--- src/design/spsel_map.svh ---
`ifndef SPSEL_MAP_SVH
`define SPSEL_MAP_SVH

// =====================================================================
// Register map
`define SPSEL_FUNC_OFFSET 12'h000
`define SPSEL_MEM_OFFSET 12'h004
`define SPSEL_LOOP_OFFSET 12'h008
`define SPSEL_REF_OFFSET 12'h00C
`define SPSEL_IRQ_OFFSET 12'h010
`define SPSEL_PIN_OFFSET 12'h014
`define SPSEL_FUNC_RESET 8'h80
`define SPSEL_TOP_BIT 7

// =====================================================================
// Function codes
`define SPSEL_C_LOW 8'h80
`define SPSEL_C_HIGH 8'h81
`define SPSEL_C_DIV 8'h82
`define SPSEL_C_WDOG 8'h83
`define SPSEL_C_CAL 8'h84
`define SPSEL_C_LOCK 8'h85
`define SPSEL_C_STABLE 8'h86
`define SPSEL_C_ALL_LOCK 8'h87
`define SPSEL_C_LOOP0 8'h88
`define SPSEL_C_MEM_WR 8'h8C
`define SPSEL_C_MEM_RD 8'h8D
`define SPSEL_C_MEM_FLT 8'h8E
`define SPSEL_C_IRQ_ALL 8'h90
`define SPSEL_C_IRQ_COM 8'h91
`define SPSEL_C_IRQ_L0 8'h92
`define SPSEL_C_FLT_A 8'hA0
`define SPSEL_C_VAL_A 8'hA8
`define SPSEL_C_ACT_A 8'hB0
`define SPSEL_C_ACT_C 8'hB2

// =====================================================================
// Status bit positions and timing
`define SPSEL_LOOP_LOCK_BIT 0
`define SPSEL_LOOP_STABLE_BIT 1
`define SPSEL_LOOP_CAL_BIT 2
`define SPSEL_LOOP_COMB_LSB 4
`define SPSEL_REF_FAULT_BIT 2
`define SPSEL_REF_VALID_BIT 3
`define SPSEL_REF_ACT_LSB 4
`define SPSEL_MEM_WR_BIT 0
`define SPSEL_MEM_RD_BIT 1
`define SPSEL_MEM_FLT_BIT 2
`define SPSEL_DIV_RATIO 32
`define SPSEL_STROBE_CYCLES 32
`endif

--- src/design/spsel_pkg.sv ---
package spsel_pkg;
   typedef struct packed {
      logic [3:0] ref_act;
      logic valid;
      logic fault;
   } spsel_ref_type;

   typedef struct packed {
      logic [3:0] loop_irq;
      logic common_irq;
   } spsel_irq_type;

   typedef struct packed {
      logic [3:0] digital_lock;
      logic [3:0] analog_lock;
      logic lock;
      logic stable;
      logic cal_busy;
   } spsel_loop_type;

   typedef struct packed {
      logic fault;
      logic rd_busy;
      logic wr_busy;
   } spsel_mem_type;

   typedef enum logic [1:0] {
      SPSEL_WD_IDLE = 2'b00,
      SPSEL_WD_STROBE = 2'b01
   } spsel_wd_state_type;
endpackage

--- src/design/spsel_strobe.sv ---
`timescale 1ns/1ps
`include "spsel_map.svh"
// =====================================================================
// Watchdog strobe stretcher and clock divider
module spsel_strobe (
   input wire logic pclk,
   input wire logic presetn,
   input wire logic clk_en,
   input wire logic expire,
   output logic strobe,
   output logic div_clk
);
   import spsel_pkg::*;

   spsel_wd_state_type state_q;
   logic [4:0] cnt_q;
   logic [3:0] div_q;

   // A second expiry during a strobe is absorbed: the pulse width stays fixed.
   always_ff @(posedge pclk or negedge presetn) begin
      if (!presetn) begin
         state_q <= SPSEL_WD_IDLE;
         cnt_q <= 5'h00;
      end else if (clk_en) begin
         unique case (state_q)
            SPSEL_WD_IDLE: begin
               if (expire) begin
                  state_q <= SPSEL_WD_STROBE;
                  cnt_q <= 5'(`SPSEL_STROBE_CYCLES - 1);
               end
            end
            SPSEL_WD_STROBE: begin
               if (cnt_q == 5'h00) begin
                  state_q <= SPSEL_WD_IDLE;
               end else begin
                  cnt_q <= cnt_q - 5'h01;
               end
            end
            default: state_q <= SPSEL_WD_IDLE;
         endcase
      end
   end

   assign strobe = (state_q == SPSEL_WD_STROBE);

   // Helper count of strobe cycles, so that the full width is checked and not a prefix.
   logic [5:0] width_q;
   always_ff @(posedge pclk or negedge presetn) begin
      if (!presetn) begin
         width_q <= 6'h00;
      end else if (clk_en) begin
         if (strobe) begin
            width_q <= width_q + 6'h01;
         end else begin
            width_q <= 6'h00;
         end
      end
   end

   chk_strobe_len: assert property (@(posedge pclk) disable iff (!presetn)
      $fell(strobe) |-> width_q == 6'(`SPSEL_STROBE_CYCLES))
      else $error("watchdog strobe width wrong");

   // Toggle every 16 cycles gives a period of 32 system clocks.
   always_ff @(posedge pclk or negedge presetn) begin
      if (!presetn) begin
         div_q <= 4'h0;
         div_clk <= 1'b0;
      end else if (clk_en) begin
         div_q <= div_q + 4'h1;
         if (div_q == 4'(`SPSEL_DIV_RATIO / 2 - 1)) begin
            div_clk <= ~div_clk;
         end
      end
   end
endmodule

--- src/design/spsel_top.sv ---
// Decided for this implementation: register access over APB and the register offsets.
`timescale 1ns/1ps
`include "spsel_map.svh"
// =====================================================================
// Status pin output selector with APB access
module spsel_top (
   input wire logic pclk,
   input wire logic presetn,
   input wire logic clk_en,
   input wire logic psel,
   input wire logic penable,
   input wire logic pwrite,
   input wire logic [11:0] paddr,
   input wire logic [31:0] pwdata,
   output logic [31:0] prdata,
   output logic pready,
   output logic pslverr,
   input wire spsel_pkg::spsel_loop_type loop_in,
   input wire spsel_pkg::spsel_mem_type mem_in,
   input wire spsel_pkg::spsel_irq_type irq_in,
   input wire spsel_pkg::spsel_ref_type [3:0] ref_in,
   input wire logic watchdog_expire,
   output logic status_pin
);
   import spsel_pkg::*;

   // =====================================================================
   // Register file
   logic [7:0] func_q;
   logic [31:0] prdata_q;
   logic pready_q;
   logic pslverr_q;
   logic pin_q;
   logic pin_d;
   logic strobe;
   logic div_clk;
   logic [3:0] loop_comb;
   logic [3:0] ref_fault;
   logic [3:0] ref_valid;
   logic [3:0] ref_active;
   logic access;
   logic mapped;
   logic [31:0] rd_d;

   assign access = psel && penable && !pready_q;

   always_comb begin
      rd_d = 32'h00000000;
      mapped = 1'b1;
      unique case (paddr)
         `SPSEL_FUNC_OFFSET: rd_d = {24'h000000, func_q};
         `SPSEL_MEM_OFFSET: rd_d = {29'h00000000, mem_in};
         `SPSEL_LOOP_OFFSET: rd_d = {24'h000000, loop_comb, 1'b0, loop_in.cal_busy,
                                     loop_in.stable, loop_in.lock};
         `SPSEL_REF_OFFSET: rd_d = {20'h00000, ref_active, ref_valid, ref_fault};
         `SPSEL_IRQ_OFFSET: rd_d = {27'h0000000, irq_in};
         `SPSEL_PIN_OFFSET: rd_d = {31'h00000000, pin_q};
         default: mapped = 1'b0;
      endcase
   end

   // One wait state: the answer comes on the second access-phase edge.
   always_ff @(posedge pclk or negedge presetn) begin
      if (!presetn) begin
         pready_q <= 1'b0;
         pslverr_q <= 1'b0;
         prdata_q <= 32'h00000000;
      end else if (clk_en) begin
         pready_q <= access;
         pslverr_q <= access && !mapped;
         if (access && !pwrite) begin
            prdata_q <= rd_d;
         end
      end
   end

   // Writes with the top bit clear are kept as well; such codes leave the pin low.
   // The write lands on the completing edge, where the master sees pready high.
   always_ff @(posedge pclk or negedge presetn) begin
      if (!presetn) begin
         func_q <= `SPSEL_FUNC_RESET;
      end else if (clk_en && psel && penable && pready_q && pwrite &&
                   paddr == `SPSEL_FUNC_OFFSET) begin
         func_q <= pwdata[7:0];
      end
   end

   assign prdata = prdata_q;
   assign pready = pready_q;
   assign pslverr = pslverr_q;

   // =====================================================================
   // Status combinations
   genvar gi;
   generate
      for (gi = 0; gi < 4; gi++) begin : g_per
         assign loop_comb[gi] = loop_in.digital_lock[gi] && loop_in.analog_lock[gi] &&
                                loop_in.lock;
         assign ref_fault[gi] = ref_in[gi].fault;
         assign ref_valid[gi] = ref_in[gi].valid;
         assign ref_active[gi] = |ref_in[gi].ref_act;
      end
   endgenerate

   spsel_strobe u_strobe (
      .pclk(pclk),
      .presetn(presetn),
      .clk_en(clk_en),
      .expire(watchdog_expire),
      .strobe(strobe),
      .div_clk(div_clk)
   );

   // =====================================================================
   // Pin function selection
   always_comb begin
      pin_d = 1'b0;
      if (func_q[`SPSEL_TOP_BIT]) begin
         if (func_q >= `SPSEL_C_LOOP0 && func_q <= `SPSEL_C_LOOP0 + 8'h03) begin
            pin_d = loop_comb[func_q[1:0]];
         end else if (func_q >= `SPSEL_C_IRQ_L0 && func_q <= `SPSEL_C_IRQ_L0 + 8'h03) begin
            pin_d = irq_in.loop_irq[2'(func_q - `SPSEL_C_IRQ_L0)];
         end else if (func_q >= `SPSEL_C_FLT_A && func_q <= `SPSEL_C_FLT_A + 8'h03) begin
            pin_d = ref_fault[func_q[1:0]];
         end else if (func_q >= `SPSEL_C_VAL_A && func_q <= `SPSEL_C_VAL_A + 8'h03) begin
            pin_d = ref_valid[func_q[1:0]];
         end else if (func_q >= `SPSEL_C_ACT_A && func_q <= `SPSEL_C_ACT_C) begin
            pin_d = ref_active[func_q[1:0]];
         end else begin
            unique case (func_q)
               `SPSEL_C_LOW: pin_d = 1'b0;
               `SPSEL_C_HIGH: pin_d = 1'b1;
               `SPSEL_C_DIV: pin_d = div_clk;
               `SPSEL_C_WDOG: pin_d = strobe;
               `SPSEL_C_CAL: pin_d = loop_in.cal_busy;
               `SPSEL_C_LOCK: pin_d = loop_in.lock;
               `SPSEL_C_STABLE: pin_d = loop_in.stable;
               `SPSEL_C_ALL_LOCK: pin_d = &loop_comb;
               `SPSEL_C_MEM_WR: pin_d = mem_in.wr_busy;
               `SPSEL_C_MEM_RD: pin_d = mem_in.rd_busy;
               `SPSEL_C_MEM_FLT: pin_d = mem_in.fault;
               `SPSEL_C_IRQ_ALL: pin_d = irq_in.common_irq || |irq_in.loop_irq;
               `SPSEL_C_IRQ_COM: pin_d = irq_in.common_irq;
               default: pin_d = 1'b0;
            endcase
         end
      end
   end

   // The pin is registered, so every selection appears one cycle after its source.
   always_ff @(posedge pclk or negedge presetn) begin
      if (!presetn) begin
         pin_q <= 1'b0;
      end else if (clk_en) begin
         pin_q <= pin_d;
      end
   end

   assign status_pin = pin_q;

   // =====================================================================
   // Checks
   chk_static_high: assert property (@(posedge pclk) disable iff (!presetn)
      clk_en && func_q == `SPSEL_C_HIGH ##1 clk_en |-> status_pin)
      else $error("pin not high for static one");
   chk_static_low: assert property (@(posedge pclk) disable iff (!presetn)
      clk_en && func_q == `SPSEL_C_LOW |=> !status_pin)
      else $error("pin not low for static zero");
   chk_unassigned_low: assert property (@(posedge pclk) disable iff (!presetn)
      clk_en && func_q == 8'h8F |=> !status_pin)
      else $error("unassigned code drove pin");
   chk_strobe_width: assert property (@(posedge pclk) disable iff (!presetn)
      $rose(strobe) && clk_en |-> strobe [*8])
      else $error("watchdog strobe too short");
   chk_all_lock: assert property (@(posedge pclk) disable iff (!presetn)
      clk_en && func_q == `SPSEL_C_ALL_LOCK |=> status_pin == $past(&loop_comb))
      else $error("all lock mismatch");
   chk_lock_mirror: assert property (@(posedge pclk) disable iff (!presetn)
      clk_en && func_q == `SPSEL_C_LOCK |=> status_pin == $past(loop_in.lock))
      else $error("lock mirror mismatch");
   chk_mem_write: assert property (@(posedge pclk) disable iff (!presetn)
      clk_en && func_q == `SPSEL_C_MEM_WR |=> status_pin == $past(mem_in.wr_busy))
      else $error("memory write flag mismatch");
   chk_irq_any: assert property (@(posedge pclk) disable iff (!presetn)
      clk_en && func_q == `SPSEL_C_IRQ_ALL && |irq_in |=> status_pin)
      else $error("interrupt OR not shown");
   chk_ref_valid: assert property (@(posedge pclk) disable iff (!presetn)
      clk_en && func_q == `SPSEL_C_VAL_A |=> status_pin == $past(ref_in[0].valid))
      else $error("reference valid mismatch");
   chk_div_toggle: assert property (@(posedge pclk) disable iff (!presetn)
      clk_en && $changed(div_clk) |=> !$changed(div_clk))
      else $error("divider toggled too fast");

   cov_strobe: cover property (@(posedge pclk) disable iff (!presetn)
      func_q == `SPSEL_C_WDOG && status_pin);
   cov_divided: cover property (@(posedge pclk) disable iff (!presetn)
      func_q == `SPSEL_C_DIV && $rose(status_pin));
   cov_ref_active: cover property (@(posedge pclk) disable iff (!presetn)
      func_q == `SPSEL_C_ACT_C && status_pin);
   cov_bad_addr: cover property (@(posedge pclk) disable iff (!presetn) pslverr);
endmodule

--- config.mk ---
export PLATFORM = sky130hd
export DESIGN_NAME = spsel_top
export DESIGN_NICKNAME = d
export VERILOG_FILES = /design/src/design/spsel_pkg.sv /design/src/design/spsel_strobe.sv /design/src/design/spsel_top.sv
export VERILOG_INCLUDE_DIRS = /design/src /design/src/design
export SDC_FILE = /design/constraint.sdc
export NUM_CORES = 1
export LEC_CHECK = 0
export BUFFER_PORTS_ARGS = -buffer_cell sky130_fd_sc_hd__buf_2
export CAP_MARGIN = 10
export CORE_MARGIN = 3
export CORE_UTILIZATION = 40
export DETAILED_ROUTE_END_ITERATION = 6
export HOLD_SLACK_MARGIN = 0.15
export MAX_ROUTING_LAYER = met4
export PLACE_DENSITY = 0.77
export SYNTH_ARGS = -nofsm -noshare
export SYNTH_HDL_FRONTEND = slang
export SYNTH_SLANG_ARGS = --single-unit
--- constraint.sdc ---
create_clock -name pclk -period 1.7 [get_ports pclk]
set_clock_uncertainty 0.1 [all_clocks]
set_input_delay 0.255 -clock pclk [delete_from_list [all_inputs] [get_ports pclk]]
set_output_delay 0.255 -clock pclk [all_outputs]
set_load 0.02 [all_outputs]
==> impl_metrics.yaml <==
clocking:
  clkLatencyLatePin_ns: 0.29
  cts_tree: "yes"
  cts_buffer_depth: 2
  htreeDepth: 2
  clkSinkCount: 34
  cts.root.buffer_cell: "clkbuf_8"
  cts_made_buffers: 5
  clkSlewWorstSetupHoldPaths_ns: 0.07
layout:
  post-route-cell-area_um2: 3160
  drive_gt1_share_pct: 42.5
  num_antenna_cells: 0
  layout_commonest_cell: "buf_2"
  nets: 465
  layout_common_cells: "buf_2, dfrtp_1, buf_4, nand2_1, conb_1"
  final_util_pct: 59.7
  syn_to_final_growth_pct: 38.8
worst_setup_path:
  cp_cell_sequence: "mux2_2 > a31oi_1 > o22ai_1 > nor4bb_2 > o21ai_1"
  slowest_delay_ns: 0.41
  cp.required_ns: 1.77
  worst-path-max-fanout: 4
  worstSetupStartpointType: "flop"
  critPathKind: "reg2reg"
  critical-path-slowest-cell: "dfrtp_2"
  cp-end-kind: "flop"
  worstPathArrival_ns: 1.76
timing:
  max_freq_ghz: 0.592
  drv_slew: 0
  period_minus_slack_ns: 1.69
  hold-worst-slack_ns: 0.150
  fin_crit_sh_pct: 99.4
  setup_violations: 0
  rsz0062_at_grt: "yes"
  finalHoldViolations: 0
outcome:
  status: "complete, no violations"
placement:
  port_buffers: 84
  dp_hpwl_um: 5040
  gp_congestion: 0.923
  placedInstanceArea_um2: 2910
job:
  max-cap-violations: 0
global_routing:
  grt-ovfl-total: 0
  grtUsageTotal_pct: 19.7
  grt_pass1_vias: 2112
  grt_pass1_wl_um: 9670
  antenna_found_initial: 0
  grt_max_degree: 19
power_and_ir_drop:
  p_comb_share_pct: 31.2
  p_sw_mw: 0.784
  internal_power_mw: 1.66
  clock_power_share_pct: 25.6
  power_density_nw_per_um2: 771
  leakage_nw: 1.54
  total_power_mw: 2.44
  p_sw_share_pct: 32.1
  seqPwrFrac_pct: 43.2
  ir_worst_vdd_uv: 644
yosys:
  synth_cell_types: 43
  async_reset_ff_share_pct: 100
  synth_seq_cells: 34
  yosys_warnings: 0
  synth_seq_area_share_pct: 37.4
  synth_edf_count: 0
  syn_area_per_cell_um2: 9.05
  synthCells: 252
  synthFlopType: "dfrtp_1"
  syn_area_um2: 2280
routing:
  vias: 2252
  routed_wl_um: 6260
  drtAntennaViolNets: 0
  routed_via_density: 5.13
  drtIter0Drc: 158
  drt-wirelength-per-cell_um: 14.3
  drc_errors: 0
  dr.pass1.iters: 4
worst_hold_path:
  hold_path_class: "in2reg"
die:
  die_w_um: 81.5
  coreArea_um2: 5300
  core.rowCount: 26
  initial_core_util_pct: 43.0
  io_pins: 129
  die_h_um: 81.5
  die_area_um2: 6640
[layer usage]
metal	up-vias	wire [um]	track usage (%)
li1	1107	-	-
met1	1062	2580	23.3
met2	73	3220	32.7
met3	10	343	3.84
met4	0	121	8.45
met5	-	0	-
[logic make-up (layout without fill, tap and decap cells)]
logic type	Yosys count	after routing	share of synthesized area [%]
AOI/OAI and AO/OA	54	54	14.8
adders and majority gates	3	3	1.65
DFF	34	34	37.4
muxes	21	21	12.6
buffers and inverters	39	137	9.82
other	1	20	0.164
and+or+nand+nor	95	95	21.6
xor gates and xnor gates	5	5	1.92
[power by group through the flow]
| stage | Clock, mW | Sequential [mW] | Combinational [mW] |
|---|---|---|---|
| after detailed placement | 0 | 1.05 | 0.710 |
| final | 0.625 | 1.05 | 0.763 |
| after floorplan | 0 | 1.04 | 0.433 |
| after global routing | 0.682 | 1.07 | 0.851 |
| after global placement | 0 | 1.04 | 0.682 |
| after CTS | 0.644 | 1.05 | 0.741 |
[state kept, by name, indices dropped and copies added (netlist names)]
register / count
prdata: 12
func_q: 8
u_strobe.cnt_q: 5
u_strobe.div_q: 4
pready: 1
pslverr: 1
status_pin: 1
u_strobe.div_clk: 1
u_strobe.state_q: 1
[stage by stage]
step / std cells / setup TNS (ns) / setup WS (ns)
floorplan: 271 / -1.06 / -0.143
global placement: 419 / -2.93 / -0.241
detailed placement: 419 / -3.67 / -0.292
CTS: 438 / 0 / 0.00573
global route: 439 / -0.144 / -0.0554
finish: 439 / 0 / 0.00959
[repair_timing]
action | 4_1_cts | 5_1_grt
setup endpoints to repair | 6 | 11
gates cloned | 0 | 0
hold buffers | 9 | 0
endpoints found under the hold margin | 41 | 0
setup buffers | 2 | 1
resized for setup | 9 | 11
pin swaps | 0 | 3
[critical path: cells and delay by family, from the launching register on]
family | cells | cell delay [ns]
flip-flops | 1 | 0.41
AO/OA/AOI/OAI | 3 | 0.39
multiplexers | 1 | 0.34
AND/OR/NAND/NOR | 1 | 0.33
[synthesized netlist by cell type (2+ instances only)]
master,n,area (um^2)
mux2i_1,4,40.0
and3b_1,2,17.5
buf_2,2,10.0
nor3_1,2,10.0
a21oi_1,12,60.1
mux4_2,5,113
or3_1,2,12.5
o21ai_0,17,85.1
nor2b_1,8,50.1
mux2_2,12,135
inv_1,4,15.0
o31ai_1,4,30.0
o211ai_1,2,15.0
a31oi_1,6,37.5
dfrtp_1,33,826
xor2_1,2,17.5
a32o_1,3,30.0
nand4_1,7,43.8
nor4_1,6,37.5
nor2_1,16,60.1
nand2b_1,2,12.5
nand2_1,28,105
ha_1,3,37.5
clkbuf_1,13,48.8
a22oi_1,5,37.5
and3_1,3,18.8
buf_4,20,150
nand3_1,12,60.1
xnor2_1,3,26.3
[layout make-up]
class / instances / area, um^2
Clock buffer: 6 / 82.6
Clock inverter: 2 / 12.5
Fill cell: 483 / 2140
Inverter: 4 / 15.0
Multi-Input combinational cell: 198 / 1330
Sequential cell: 34 / 856
Tap cell: 70 / 87.6
Timing Repair Buffer: 125 / 779
[path summary, 6_finish.rpt]
| check | from | end | slack [ns] | cells after the start |
|---|---|---|---|---|
| min in group asynchronous | presetn | u_strobe.cnt_q[2]$_DFFE_PN0P_ | 0.33 | 2 |
| hold / removal | ref_in[22] | prdata[11]$_DFFE_PN0P_ | 0.15 | 3 |
| setup / recovery | func_q[0]$_DFFE_PN0P_ | status_pin$_DFFE_PN0P_ | 0.01 | 5 |
| max in group asynchronous | presetn | func_q[7]$_DFFE_PN1P_ | 0.65 | 3 |
| setup reg to reg | func_q[0]$_DFFE_PN0P_ | status_pin$_DFFE_PN0P_ | 0.01 | 5 |
| hold reg to reg | prdata[6]$_DFFE_PN0P_ | prdata[6]$_DFFE_PN0P_ | 0.38 | 2 |
Power figures use the tool's default switching activity.
